## config.mk

```make
export PLATFORM = sky130hd
export DESIGN_NAME = csc_supervisor
export DESIGN_NICKNAME = d
export VERILOG_FILES = /design/src/csc_pkg.sv /design/src/csc_timer.sv /design/src/csc_deglitch.sv /design/src/csc_supervisor.sv
export SDC_FILE = /design/constraint.sdc
export NUM_CORES = 1
export LEC_CHECK = 0
export ABC_CLOCK_PERIOD_IN_PS = 4200
export BUFFER_PORTS_ARGS = -buffer_cell sky130_fd_sc_hd__clkbuf_2
export CORE_UTILIZATION = 55
export DETAILED_ROUTE_END_ITERATION = 10
export PLACE_DENSITY = 0.81
export SLEW_MARGIN = 40
export SYNTH_ARGS = -nofsm -noshare
export SYNTH_HDL_FRONTEND = slang
export SYNTH_SLANG_ARGS = --single-unit
```

## constraint.sdc

```tcl
create_clock -name clk_sys_in -period 4.2 [get_ports clk_sys_in]
set_input_delay 0.42 -clock clk_sys_in [delete_from_list [all_inputs] [get_ports clk_sys_in]]
set_output_delay 0.42 -clock clk_sys_in [all_outputs]
set_load 0.01 [all_outputs]
```

## src/csc_pkg.sv

```systemverilog
// Purpose: Shared constants and types for the charger supervision block
// Assumes: 250 MHz system clock, Avalon-MM register slave
// Notes: Times are given in their own unit, cycle counts derived from them
package csc_pkg;
  localparam int unsigned CLK_HZ = 250_000_000;
  localparam int unsigned INT_PULSE_US = 256;
  localparam int unsigned INT_PULSE_CYC = INT_PULSE_US * (CLK_HZ / 1_000_000);
  localparam int unsigned BLINK_HALF_MS = 500;
  localparam int unsigned BLINK_HALF_CYC = BLINK_HALF_MS * (CLK_HZ / 1_000);
  localparam int unsigned DEGLITCH_MS = 10;
  localparam int unsigned DEGLITCH_CYC = DEGLITCH_MS * (CLK_HZ / 1_000);
  localparam int unsigned LONG_PRESS_S = 15;
  localparam longint unsigned LONG_PRESS_CYC = 64'(LONG_PRESS_S) * 64'(CLK_HZ);
  localparam int unsigned SWITCH_RST_MS = 250;
  localparam int unsigned SWITCH_RST_CYC = SWITCH_RST_MS * (CLK_HZ / 1_000);
  localparam int unsigned SHIP_DLY_S = 10;
  localparam longint unsigned SHIP_DLY_CYC = 64'(SHIP_DLY_S) * 64'(CLK_HZ);
  localparam int unsigned PULSE_STEP_MS = 100;
  localparam int unsigned PULSE_STEP_CYC = PULSE_STEP_MS * (CLK_HZ / 1_000);
  localparam int unsigned PULSE_UP_STEPS = 6;
  localparam int unsigned PULSE_DN_STEPS = 3;

  // Register byte offsets
  localparam logic [3:0] OFS_CTRL = 4'h0;
  localparam logic [3:0] OFS_LIMIT = 4'h4;
  localparam logic [3:0] OFS_STATUS = 4'h8;
  localparam logic [3:0] OFS_FAULT = 4'hC;
  // CTRL fields
  localparam int CB_STATE_DIS = 0;
  localparam int CB_SHIP_REQ = 1;
  localparam int CB_SHIP_DLY = 2;
  localparam int CB_BTN_RST_EN = 3;
  localparam int CB_PULSE_EN = 4;
  localparam int CB_RAISE = 5;
  localparam int CB_LOWER = 6;
  localparam int CB_PIN_LIM_EN = 7;
  localparam int CB_REG_RST = 8;
  localparam logic [31:0] CTRL_RESET = 32'h0000_0008;
  localparam logic [5:0] LIMIT_RESET = 6'h08;
  localparam logic [5:0] LIMIT_100MA = 6'h00;
  // Fault codes and charge-state codes
  localparam logic [1:0] FC_NONE = 2'h0;
  localparam logic [1:0] FC_OVP = 2'h1;
  localparam logic [1:0] FC_THERMAL = 2'h2;
  localparam logic [1:0] FC_TIMER = 2'h3;
  localparam logic [1:0] CS_DONE = 2'h3;

  typedef struct packed {
    logic vbus_above_uvlo;
    logic vbus_above_bat;
    logic vbus_below_ovp;
    logic vbus_good_loaded;
    logic input_overvoltage;
    logic sys_overvoltage;
    logic thermal_shutdown;
    logic thermal_hys_ok;
    logic thermal_regulating;
    logic thermistor_fault;
    logic timer_fault;
    logic boost_mode;
    logic battery_only;
    logic charge_disabled;
    logic source_identified;
    logic [1:0] charge_state_code;
  } csc_cond_t;

  typedef struct packed {
    logic meas_vbat;
    logic meas_vsys;
    logic meas_vts;
    logic meas_vbus;
    logic meas_ichg;
  } csc_meas_t;
endpackage

```

## src/csc_timer.sv

```systemverilog
// Purpose: Down-counting interval timer
// Assumes: Start reloads, done is a one-cycle pulse
// Notes: Width set by caller
`timescale 1ns/100ps
module csc_timer #(
  parameter int W = 32
) (
  input wire logic clk_sys_in,
  input wire logic rst_in,
  input wire logic ce_in,
  input wire logic start_in,
  input wire logic stop_in,
  input wire logic [W-1:0] len_in,
  output logic busy_out,
  output logic done_out
);
  logic [W-1:0] cnt;
  always_ff @(posedge clk_sys_in) begin
    if (rst_in) begin
      cnt <= '0;
      busy_out <= 1'b0;
      done_out <= 1'b0;
    end else if (ce_in) begin
      done_out <= 1'b0;
      if (stop_in) begin
        busy_out <= 1'b0;
      end else if (start_in) begin
        cnt <= len_in;
        busy_out <= 1'b1;
      end else if (busy_out) begin
        if (cnt <= W'(1)) begin
          busy_out <= 1'b0;
          done_out <= 1'b1;
        end else begin
          cnt <= cnt - W'(1);
        end
      end
    end
  end
endmodule

```

## src/csc_deglitch.sv

```systemverilog
// Purpose: Pin synchroniser with stable-level deglitch
// Assumes: Asynchronous pin input
// Notes: Output changes only after the level holds for len cycles
`timescale 1ns/100ps
module csc_deglitch #(
  parameter int W = 24
) (
  input wire logic clk_sys_in,
  input wire logic rst_in,
  input wire logic ce_in,
  input wire logic pin_in,
  input wire logic [W-1:0] len_in,
  output logic level_out
);
  logic meta;
  logic sync;
  logic [W-1:0] cnt;
  always_ff @(posedge clk_sys_in) begin
    if (rst_in) begin
      meta <= 1'b1;
      sync <= 1'b1;
    end else if (ce_in) begin
      meta <= pin_in;
      sync <= meta;
    end
  end
  always_ff @(posedge clk_sys_in) begin
    if (rst_in) begin
      cnt <= '0;
      level_out <= 1'b1;
    end else if (ce_in) begin
      if (sync == level_out) begin
        cnt <= '0;
      end else if (cnt >= len_in) begin
        level_out <= sync;
        cnt <= '0;
      end else begin
        cnt <= cnt + W'(1);
      end
    end
  end
endmodule

```

## src/csc_supervisor.sv

```systemverilog
// Purpose: Charger status pins, interrupt pulses, fault latch, switch and pulse control
// Assumes: Analog conditions arrive synchronous to clk_sys_in; button pin is async
// Notes: Registers reached over Avalon-MM, one wait state on every access
`timescale 1ns/100ps
// Summary of operation
// - Measurement enables follow mode; bus excluded battery-only, current only when charging.
// - Power-good low only when all four input conditions hold.
// - State pin driven low while charging, recharge included.
// - State pin released when done, asleep or charge disabled.
// - State pin blinks at 1 Hz during fault suspends.
// - Disable bit stops state pin driving.
// - 256 us interrupt pulse on source, good input, removal, done, fault other than thermistor.
// - Faults latch and block new fault interrupts until read and clear.
// - Fault read returns latched value then reloads live conditions.
// - Ship request opens switch now or after entry delay.
// - Ship mode exits on adapter, bit clear, register reset, button fall.
// - Long button press without input opens switch for reset interval.
// - Button reset inhibited when its enable bit is zero.
// - Pulse sequence alternates limit with 100 mA, then clears request.
// - Clearing protocol enable aborts sequence and restores limit.
// - Direction writes ignored while protocol disabled.
// - Effective limit is min of pin and register when pin enabled.
// - Thermal regulation blocks termination, halves timer, sets flag.
// - Buck thermal shutdown opens converter and switch, code 10, interrupt.
// - Boost thermal shutdown opens switch until a ship-mode exit.
// - Input overvoltage stops switching, code 01, interrupt.
// - Termination gives state code 11 and an interrupt.
// - Thermistor fault field is always live, never latched.
module csc_supervisor
  import csc_pkg::*;
#(
  parameter int unsigned INT_CYC = INT_PULSE_CYC,
  parameter int unsigned BLINK_CYC = BLINK_HALF_CYC,
  parameter int unsigned DEGL_CYC = DEGLITCH_CYC,
  parameter longint unsigned PRESS_CYC = LONG_PRESS_CYC,
  parameter int unsigned RST_CYC = SWITCH_RST_CYC,
  parameter longint unsigned SHIP_CYC = SHIP_DLY_CYC,
  parameter int unsigned STEP_CYC = PULSE_STEP_CYC
) (
  input wire logic clk_sys_in,
  input wire logic rst_in,
  input wire logic ce_in,
  input wire logic [3:0] avs_address_in,
  input wire logic avs_read_in,
  input wire logic avs_write_in,
  input wire logic [31:0] avs_writedata_in,
  input wire logic [3:0] avs_byteenable_in,
  output logic [31:0] avs_readdata_out,
  output logic avs_waitrequest_out,
  input wire csc_cond_t cond_in,
  input wire logic [5:0] limit_resistor_pin_in,
  input wire logic push_button_in,
  output logic power_good_n_out,
  output logic state_pin_out,
  output logic state_pin_oe_out,
  output logic int_n_out,
  output logic battery_switch_out,
  output logic converter_enable_out,
  output logic [5:0] dynamic_input_limit_out,
  output logic termination_enable_out,
  output logic timer_half_rate_out,
  output csc_meas_t meas_out
);
  logic [31:0] ctrl;
  logic [5:0] input_limit_setting;
  logic [7:0] fault_latch_reg;
  logic fault_int_block;
  logic acc;
  logic rd_fire;
  logic wr_fire;
  logic btn;
  logic btn_q;
  logic pulse_active;
  logic pulse_low;
  logic [3:0] pulse_steps;
  logic blink;
  logic [27:0] blink_cnt;
  logic [19:0] int_cnt;
  logic int_evt;
  logic [36:0] press_cnt;
  logic sw_rst_open;
  logic thermal_boost_trip;
  logic ship_open;
  logic good_now;
  logic good_q;
  logic src_q;
  logic done_q;
  logic [7:0] live_fault;
  logic fault_evt;
  logic [1:0] charge_fault_code;
  logic ship_start;
  logic ship_now;
  logic ship_done;
  logic ship_busy;
  logic rst_start;
  logic rst_done;
  logic rst_busy;
  logic step_start;
  logic step_done;
  logic step_busy;
  logic pulse_en_wr;

  function automatic logic [1:0] fault_code(input csc_cond_t c);
    if (c.input_overvoltage || c.sys_overvoltage) fault_code = FC_OVP;
    else if (c.thermal_shutdown) fault_code = FC_THERMAL;
    else if (c.timer_fault) fault_code = FC_TIMER;
    else fault_code = FC_NONE;
  endfunction

  function automatic logic [5:0] min6(input logic [5:0] a, input logic [5:0] b);
    min6 = (a < b) ? a : b;
  endfunction

  // Bus slave: single wait state keeps read-side effects to one cycle
  assign rd_fire = avs_read_in && acc;
  assign wr_fire = avs_write_in && acc;
  always_ff @(posedge clk_sys_in) begin
    if (rst_in) begin
      acc <= 1'b0;
      avs_waitrequest_out <= 1'b1;
      avs_readdata_out <= 32'h0000_0000;
    end else if (ce_in) begin
      acc <= (avs_read_in || avs_write_in) && !acc;
      avs_waitrequest_out <= !((avs_read_in || avs_write_in) && !acc);
      if (avs_read_in && !acc) begin
        case (avs_address_in)
          OFS_CTRL: avs_readdata_out <= ctrl;
          OFS_LIMIT: avs_readdata_out <= {26'h0, input_limit_setting};
          OFS_STATUS: avs_readdata_out <= {24'h0, cond_in.thermal_regulating,
            cond_in.charge_state_code, pulse_active, battery_switch_out,
            dynamic_input_limit_out[2:0]};
          OFS_FAULT: avs_readdata_out <= {24'h0, fault_latch_reg[7:1],
            cond_in.thermistor_fault};
          default: avs_readdata_out <= 32'h0000_0000;
        endcase
      end
    end
  end

  assign pulse_en_wr = avs_writedata_in[CB_PULSE_EN];
  always_ff @(posedge clk_sys_in) begin
    if (rst_in) begin
      ctrl <= CTRL_RESET;
      input_limit_setting <= LIMIT_RESET;
    end else if (ce_in) begin
      if (wr_fire && avs_address_in == OFS_CTRL && avs_byteenable_in[0]) begin
        if (avs_writedata_in[CB_REG_RST]) begin
          ctrl <= CTRL_RESET;
        end else begin
          ctrl[3:0] <= avs_writedata_in[3:0];
          ctrl[CB_PULSE_EN] <= pulse_en_wr;
          ctrl[CB_PIN_LIM_EN] <= avs_writedata_in[CB_PIN_LIM_EN];
          if (pulse_en_wr && !pulse_active && ctrl[CB_PULSE_EN]) begin
            // Both set together is illegal; raise takes it
            ctrl[CB_RAISE] <= avs_writedata_in[CB_RAISE];
            ctrl[CB_LOWER] <= avs_writedata_in[CB_LOWER] && !avs_writedata_in[CB_RAISE];
          end else if (!pulse_en_wr) begin
            ctrl[CB_RAISE] <= 1'b0;
            ctrl[CB_LOWER] <= 1'b0;
          end
        end
      end else if (pulse_active && step_done && pulse_steps == 4'h1) begin
        ctrl[CB_RAISE] <= 1'b0;
        ctrl[CB_LOWER] <= 1'b0;
      end
      if (wr_fire && avs_address_in == OFS_LIMIT && avs_byteenable_in[0]) begin
        input_limit_setting <= avs_writedata_in[5:0];
      end
    end
  end

  // Fault latch: live value reloads after each read
  always_comb begin
    live_fault = 8'h00;
    live_fault[7:6] = fault_code(cond_in);
    live_fault[5] = cond_in.sys_overvoltage;
    live_fault[0] = cond_in.thermistor_fault;
  end
  assign charge_fault_code = fault_code(cond_in);
  always_ff @(posedge clk_sys_in) begin
    if (rst_in) begin
      fault_latch_reg <= 8'h00;
      fault_int_block <= 1'b0;
    end else if (ce_in) begin
      if (rd_fire && avs_address_in == OFS_FAULT) begin
        fault_latch_reg <= live_fault;
        fault_int_block <= (live_fault[7:1] != 7'h00);
      end else begin
        fault_latch_reg <= fault_latch_reg | live_fault;
        if (fault_evt) fault_int_block <= 1'b1;
      end
    end
  end
  assign fault_evt = (live_fault[7:1] != 7'h00) && !fault_int_block;

  // Event edges for interrupt sources
  assign good_now = cond_in.vbus_above_uvlo && cond_in.vbus_above_bat &&
    cond_in.vbus_below_ovp && cond_in.vbus_good_loaded;
  always_ff @(posedge clk_sys_in) begin
    if (rst_in) begin
      good_q <= 1'b0;
      src_q <= 1'b0;
      done_q <= 1'b0;
      power_good_n_out <= 1'b1;
    end else if (ce_in) begin
      good_q <= good_now;
      src_q <= cond_in.source_identified;
      done_q <= (cond_in.charge_state_code == CS_DONE);
      power_good_n_out <= !good_now;
    end
  end
  assign int_evt = (good_now != good_q) || (cond_in.source_identified && !src_q) ||
    ((cond_in.charge_state_code == CS_DONE) && !done_q) || fault_evt;

  // Retriggerable pulse; overlapping events merge into one
  always_ff @(posedge clk_sys_in) begin
    if (rst_in) begin
      int_cnt <= '0;
      int_n_out <= 1'b1;
    end else if (ce_in) begin
      if (int_evt) begin
        int_cnt <= 20'(INT_CYC - 1);
        int_n_out <= 1'b0;
      end else if (int_cnt != 20'h0) begin
        int_cnt <= int_cnt - 20'h1;
      end else begin
        int_n_out <= 1'b1;
      end
    end
  end

  // Blink base
  always_ff @(posedge clk_sys_in) begin
    if (rst_in) begin
      blink_cnt <= '0;
      blink <= 1'b0;
    end else if (ce_in) begin
      if (blink_cnt >= 28'(BLINK_CYC - 1)) begin
        blink_cnt <= '0;
        blink <= !blink;
      end else begin
        blink_cnt <= blink_cnt + 28'h1;
      end
    end
  end

  // State pin: oe low means driven low
  always_ff @(posedge clk_sys_in) begin
    if (rst_in) begin
      state_pin_oe_out <= 1'b1;
      state_pin_out <= 1'b1;
    end else if (ce_in) begin
      state_pin_out <= 1'b0;
      if (ctrl[CB_STATE_DIS]) begin
        state_pin_oe_out <= 1'b1;
      end else if (cond_in.input_overvoltage || cond_in.sys_overvoltage ||
          cond_in.thermistor_fault || cond_in.timer_fault) begin
        state_pin_oe_out <= blink;
      end else if (cond_in.charge_disabled || !cond_in.vbus_above_bat ||
          cond_in.charge_state_code == CS_DONE || cond_in.charge_state_code == 2'h0) begin
        state_pin_oe_out <= 1'b1;
      end else begin
        state_pin_oe_out <= 1'b0;
      end
    end
  end

  // Push button and long press
  csc_deglitch #(.W(24)) u_btn (
    .clk_sys_in(clk_sys_in),
    .rst_in(rst_in),
    .ce_in(ce_in),
    .pin_in(push_button_in),
    .len_in(24'(DEGL_CYC)),
    .level_out(btn)
  );
  always_ff @(posedge clk_sys_in) begin
    if (rst_in) begin
      btn_q <= 1'b1;
      press_cnt <= '0;
    end else if (ce_in) begin
      btn_q <= btn;
      if (btn || good_now || ctrl[CB_SHIP_REQ] || !ctrl[CB_BTN_RST_EN] || rst_busy) begin
        press_cnt <= '0;
      end else if (press_cnt < 37'(PRESS_CYC)) begin
        press_cnt <= press_cnt + 37'h1;
      end
    end
  end
  assign rst_start = (press_cnt == 37'(PRESS_CYC) - 37'h1) && !btn && !good_now &&
    !ctrl[CB_SHIP_REQ] && ctrl[CB_BTN_RST_EN] && !rst_busy;
  csc_timer #(.W(32)) u_rst (
    .clk_sys_in(clk_sys_in),
    .rst_in(rst_in),
    .ce_in(ce_in),
    .start_in(rst_start),
    .stop_in(1'b0),
    .len_in(32'(RST_CYC)),
    .busy_out(rst_busy),
    .done_out(rst_done)
  );
  assign sw_rst_open = rst_busy;

  // Ship mode entry
  assign ship_start = wr_fire && avs_address_in == OFS_CTRL && avs_byteenable_in[0] &&
    !avs_writedata_in[CB_REG_RST] && avs_writedata_in[CB_SHIP_REQ] &&
    !ctrl[CB_SHIP_REQ] && avs_writedata_in[CB_SHIP_DLY];
  csc_timer #(.W(40)) u_ship (
    .clk_sys_in(clk_sys_in),
    .rst_in(rst_in),
    .ce_in(ce_in),
    .start_in(ship_start),
    .stop_in(!ctrl[CB_SHIP_REQ] && !ship_start),
    .len_in(40'(SHIP_CYC)),
    .busy_out(ship_busy),
    .done_out(ship_done)
  );
  // Immediate entry only on the request write, so an exit is not undone next cycle
  assign ship_now = wr_fire && avs_address_in == OFS_CTRL && avs_byteenable_in[0] &&
    !avs_writedata_in[CB_REG_RST] && avs_writedata_in[CB_SHIP_REQ] &&
    !ctrl[CB_SHIP_REQ] && !avs_writedata_in[CB_SHIP_DLY];
  always_ff @(posedge clk_sys_in) begin
    if (rst_in) begin
      ship_open <= 1'b0;
      thermal_boost_trip <= 1'b0;
    end else if (ce_in) begin
      if ((ship_done || ship_now) && !good_now) begin
        ship_open <= 1'b1;
      end else if (!ctrl[CB_SHIP_REQ] || good_now || (!btn && btn_q)) begin
        ship_open <= 1'b0;
      end
      if (cond_in.boost_mode && cond_in.thermal_shutdown) begin
        thermal_boost_trip <= 1'b1;
      end else if ((!btn && btn_q) || good_now || (wr_fire && avs_address_in == OFS_CTRL &&
          (avs_writedata_in[CB_REG_RST] || !avs_writedata_in[CB_SHIP_REQ]))) begin
        thermal_boost_trip <= 1'b0;
      end
    end
  end

  always_ff @(posedge clk_sys_in) begin
    if (rst_in) begin
      battery_switch_out <= 1'b1;
      converter_enable_out <= 1'b1;
    end else if (ce_in) begin
      battery_switch_out <= !(ship_open || sw_rst_open || thermal_boost_trip ||
        (!cond_in.boost_mode && cond_in.thermal_shutdown));
      converter_enable_out <= !cond_in.input_overvoltage &&
        !(!cond_in.boost_mode && cond_in.thermal_shutdown);
    end
  end

  // Pulse protocol sequencer
  assign step_start = (!pulse_active && ctrl[CB_PULSE_EN] && (ctrl[CB_RAISE] || ctrl[CB_LOWER]))
    || (pulse_active && step_done && pulse_steps != 4'h1);
  csc_timer #(.W(28)) u_step (
    .clk_sys_in(clk_sys_in),
    .rst_in(rst_in),
    .ce_in(ce_in),
    .start_in(step_start),
    .stop_in(!ctrl[CB_PULSE_EN]),
    .len_in(28'(STEP_CYC)),
    .busy_out(step_busy),
    .done_out(step_done)
  );
  always_ff @(posedge clk_sys_in) begin
    if (rst_in) begin
      pulse_active <= 1'b0;
      pulse_low <= 1'b0;
      pulse_steps <= '0;
    end else if (ce_in) begin
      if (!ctrl[CB_PULSE_EN]) begin
        pulse_active <= 1'b0;
        pulse_low <= 1'b0;
      end else if (!pulse_active && (ctrl[CB_RAISE] || ctrl[CB_LOWER])) begin
        pulse_active <= 1'b1;
        pulse_low <= 1'b1;
        pulse_steps <= ctrl[CB_RAISE] ? 4'(2 * PULSE_UP_STEPS) : 4'(2 * PULSE_DN_STEPS);
      end else if (pulse_active && step_done) begin
        pulse_low <= !pulse_low;
        pulse_steps <= pulse_steps - 4'h1;
        if (pulse_steps == 4'h1) pulse_active <= 1'b0;
      end
    end
  end

  always_ff @(posedge clk_sys_in) begin
    if (rst_in) begin
      dynamic_input_limit_out <= LIMIT_RESET;
      termination_enable_out <= 1'b1;
      timer_half_rate_out <= 1'b0;
      meas_out <= '0;
    end else if (ce_in) begin
      if (pulse_active && pulse_low) begin
        dynamic_input_limit_out <= LIMIT_100MA;
      end else if (ctrl[CB_PIN_LIM_EN]) begin
        dynamic_input_limit_out <= min6(limit_resistor_pin_in, input_limit_setting);
      end else begin
        dynamic_input_limit_out <= input_limit_setting;
      end
      termination_enable_out <= !cond_in.thermal_regulating;
      timer_half_rate_out <= cond_in.thermal_regulating;
      meas_out.meas_vbat <= 1'b1;
      meas_out.meas_vsys <= 1'b1;
      meas_out.meas_vts <= 1'b1;
      meas_out.meas_vbus <= !cond_in.battery_only;
      meas_out.meas_ichg <= !cond_in.battery_only && !cond_in.boost_mode &&
        !cond_in.charge_disabled;
    end
  end

  a_int_len: assert property (@(posedge clk_sys_in) disable iff (rst_in || !ce_in)
    $fell(int_n_out) |=> !int_n_out [*8]) else $error("interrupt pulse too short");
  property p_pg;
    @(posedge clk_sys_in) disable iff (rst_in || !ce_in)
    !good_now |=> power_good_n_out;
  endproperty
  a_pg: assert property (p_pg) else $error("power good asserted wrongly");
  property p_dis;
    @(posedge clk_sys_in) disable iff (rst_in || !ce_in)
    ctrl[CB_STATE_DIS] |=> state_pin_oe_out;
  endproperty
  a_dis: assert property (p_dis) else $error("state pin driven while disabled");
  property p_ovp;
    @(posedge clk_sys_in) disable iff (rst_in || !ce_in)
    cond_in.input_overvoltage |=> !converter_enable_out;
  endproperty
  a_ovp: assert property (p_ovp) else $error("switching during overvoltage");
  property p_abort;
    @(posedge clk_sys_in) disable iff (rst_in || !ce_in)
    !ctrl[CB_PULSE_EN] |=> !pulse_active;
  endproperty
  a_abort: assert property (p_abort) else $error("pulse not aborted");
  property p_lim;
    @(posedge clk_sys_in) disable iff (rst_in || !ce_in)
    !pulse_active && !ctrl[CB_PIN_LIM_EN] ##1 !pulse_active
      |-> dynamic_input_limit_out == $past(input_limit_setting);
  endproperty
  a_lim: assert property (p_lim) else $error("limit mismatch");
  property p_therm;
    @(posedge clk_sys_in) disable iff (rst_in || !ce_in)
    cond_in.thermal_regulating |=> !termination_enable_out && timer_half_rate_out;
  endproperty
  a_therm: assert property (p_therm) else $error("thermal regulation ignored");
  property p_tsd;
    @(posedge clk_sys_in) disable iff (rst_in || !ce_in)
    cond_in.thermal_shutdown |=> !battery_switch_out;
  endproperty
  a_tsd: assert property (p_tsd) else $error("switch closed in shutdown");
endmodule

```

==> run metrics <==
outcome finished, final reports clean; leakage power 5.52 nW; Worst Hold Depth 2; Reg2Reg Depth 6; CTS max path bufs 3; number of synthesis warnings 0; drt first pass iters 5; clock tree from TritonCTS done; share of power burned in registers 45.2%; clk sinks 275; combinational share of power 5.0%; predominant post-synthesis flop cell dfxtp_1; Post-CTS Setup Inserts 0; Die H 160 um; I/O pin count 121; sequential element share of the synthesized area 40.3%; grt ovf 0; endpoints failing setup 0; Final Wtd Congestion 0.863; Placed Area 14100 um^2; area delta synth->final 11.7%; Vias/cell 6.11; initial antenna violation count 0; syn_area_per_cell 8.33 um^2; HP Class in2reg; Detail Route Antenna Nets 0; total clock buffers created by CTS 30; final hold vios 0; Power Internal 4.61 mW; Diodes inserted 0; Crit path required time 4660 ps; Largest register FFs 40; Critical Path AT 3940 ps; Fin Hold WS 60.7 ps; Syn Inst Count 1641; first-pass GRT wire length 55.8 mm; row cnt 57; VDD IR max 0.295 mV; Crit. End Element flop; detailed placement HPWL 22.5 mm; Total GRT Usage 26.0%; H-tree depth 1; final WL 33.6 mm; Initial Util 56.2%; Worst Setup SP u_ship.cnt[8]$_SDFFE_PP0P_; slack of the critical path 725 ps; clock share of power 49.8%; Core ar. 24300 um^2; vias in the first global route 11700; crit path to u_ship.cnt[19]$_SDFFE_PP0P_; RR Endpoint u_ship.cnt[19]$_SDFFE_PP0P_; CTS-repair resized insts 0; sw frac 21.9%; flops & latches, synth 275; largest net degree at the start of global routing 74; Biggest register u_ship.cnt; final setup TNS 0 ps; pre-CTS setup slack 740 ps; Max FO, Critical Path 11; library cells used by synthesis 74; die span in x 160 um; RSZ-0062 raised after global routing false; Least-Margin Pin Slew 804 ps; number of max-cap violations 0; Max Clock Freq 288 MHz; Initial DRC Count 835; hold_buf cts 0; fraction of layout cells with a size suffix above 1 10.0%; Pins Over Slew Limit 0; switching pwr 1.29 mW; r2r startpoint u_ship.cnt[8]$_SDFFE_PP0P_; total power 5.90 mW; Worst-path clk slew 60 ps; IO Port Bufs 69; Yosys top cell area share 40.3%; DR WL/cell 16.6 um; Largest regs u_ship.cnt: 40 flops, press_cnt: 37 flops, u_rst.cnt: 32 flops; Pwr per Cell Area 386 nW/um^2; number of synthesized flops with an enable pin 0; CTS Root Cell clkbuf_16; worst skew pair latency 550 ps; final instance area 15300 um^2; Reg2Reg Setup Slack 730 ps; Post-Syn Area 13700 um^2; Final #Nets 1759; Final Cycle Share 82.7%; Final Critical Period 3470 ps; CP Launch Type flop; DRC 0; leading area contributor after synthesis dfxtp_1; top cells by area, synth dfxtp_1 40%, nor2_1 5.1%, a21oi_1 4.7%, xor2_1 3.8%, xnor2_1 3.5%; asr flop ratio synth 0%; Critical Setup Path Class reg2reg; die area 25500 um^2; Slew headroom 45.7%; clk_skew 8.66 ps; DR vias 12300
-- placed cells by master (no fill, tap or decap), types with 10 or more instances in the layout --
cell type / n
dfxtp_1: 275
nand4_1: 49
ha_1: 18
mux2i_1: 15
inv_1: 41
o21ai_0: 51
nor3b_1: 11
xnor2_1: 54
nand2_1: 123
xor2_1: 59
nand3_1: 65
clkbuf_16: 31
clkbuf_2: 68
or4_1: 45
nor4_1: 44
o2111ai_1: 13
or2_2: 12
o211ai_1: 14
nor2_1: 182
a22oi_1: 11
and3_1: 19
buf_4: 16
a31oi_1: 15
o21a_1: 12
conb_1: 24
nor3_1: 45
nand2b_1: 10
o31ai_1: 30
or3_1: 45
a21oi_1: 127
-- power by group through the flow --
stage	Sequential, mW	Clock (mW)	Combinational [mW]
3_5_place_dp	2.72	0	0.288
4_1_cts	2.66	2.98	0.291
2_1_floorplan	2.72	0	0.204
5_1_grt	2.67	3.08	0.321
3_3_place_gp	2.72	0	0.280
6_report	2.66	2.94	0.295
-- how the worst min path moves through the flow --
stage	end	slack [ps]	startpoint
after floorplan	fault_latch_reg[7]$_SDFFE_PP0P_	430	fault_latch_reg[7]$_SDFFE_PP0P_
after global placement	state_pin_out$_SDFFE_PP1P_	440	state_pin_out$_SDFFE_PP1P_
after detailed placement	state_pin_out$_SDFFE_PP1P_	450	state_pin_out$_SDFFE_PP1P_
after CTS	meas_out[1]$_SDFFE_PP0P_	40	cond_in[4]
after global routing	meas_out[1]$_SDFFE_PP0P_	60	cond_in[4]
final	meas_out[1]$_SDFFE_PP0P_	60	cond_in[4]
-- synth_stat cells (10+ instances only) --
library cell and n:
o31ai_1 30, xor2_1 59, nor4_1 44, o211ai_1 14, o21ai_0 51, nor2_1 184, nand2b_1 10, or2_2 12
nand2_1 123, nor3b_1 11, a31oi_1 16, nor3_1 46, nor4b_1 12, or4_1 45, a22oi_1 11, o2111ai_1 13
o21a_1 12, nand4_1 49, ha_1 18, nand3_1 65, dfxtp_1 275, xnor2_1 54, inv_1 41, a21oi_1 128
and3_1 19, buf_4 29, clkbuf_1 68, or3_1 45, mux2i_1 15
-- metal layers --
| metal | share of wire (%) | vias up | GRT usage (%) |
|---|---|---|---|
| met5 | 0 | - | 0 |
| met4 | 3.7 | 0 | 11.3 |
| met3 | 6.1 | 81 | 3.74 |
| met2 | 46 | 414 | 42.9 |
| met1 | 44 | 5826 | 33.9 |
| li1 | - | 6014 | - |
-- per-stage QoR --
step           std cells  util (%)
6_report            2019      62.8
5_1_grt             2019      62.8
4_1_cts             2019      62.8
3_5_place_dp        1964      58.2
3_3_place_gp        1964      58.0
2_1_floorplan       1664         -
-- logic make-up (layout without fill, tap and decap cells) --
family	count (synthesis)	in the layout	share of synthesized area (%)
xor gates and xnor gates	113	113	7.24
DFF	275	275	40.3
other	1	24	0.0274
adders and majority gates	18	18	1.65
and+or+nand+nor	715	715	27.6
muxes	20	20	1.67
AOI/OAI and AO/OA	350	350	16.6
buffers and inverters	149	180	4.97
-- layout make-up --
cell class / instances / area (um^2)
Fill cell: 2039 / 9040
Multi-Input combinational cell: 1240 / 7640
Sequential cell: 275 / 5510
Clock buffer: 43 / 881
Timing Repair Buffer: 84 / 460
Tap cell: 324 / 405
Clock inverter: 12 / 238
Inverter: 41 / 154
-- critical path: stages, from the launching register on --
cell and delay [ps]:
dfxtp_1 350, or4_1 680, or3_1 560, or4_1 770
o211ai_1 670, o21ai_0 190, a21oi_1 160
Note: power is estimated with default switching activity, not from simulation.
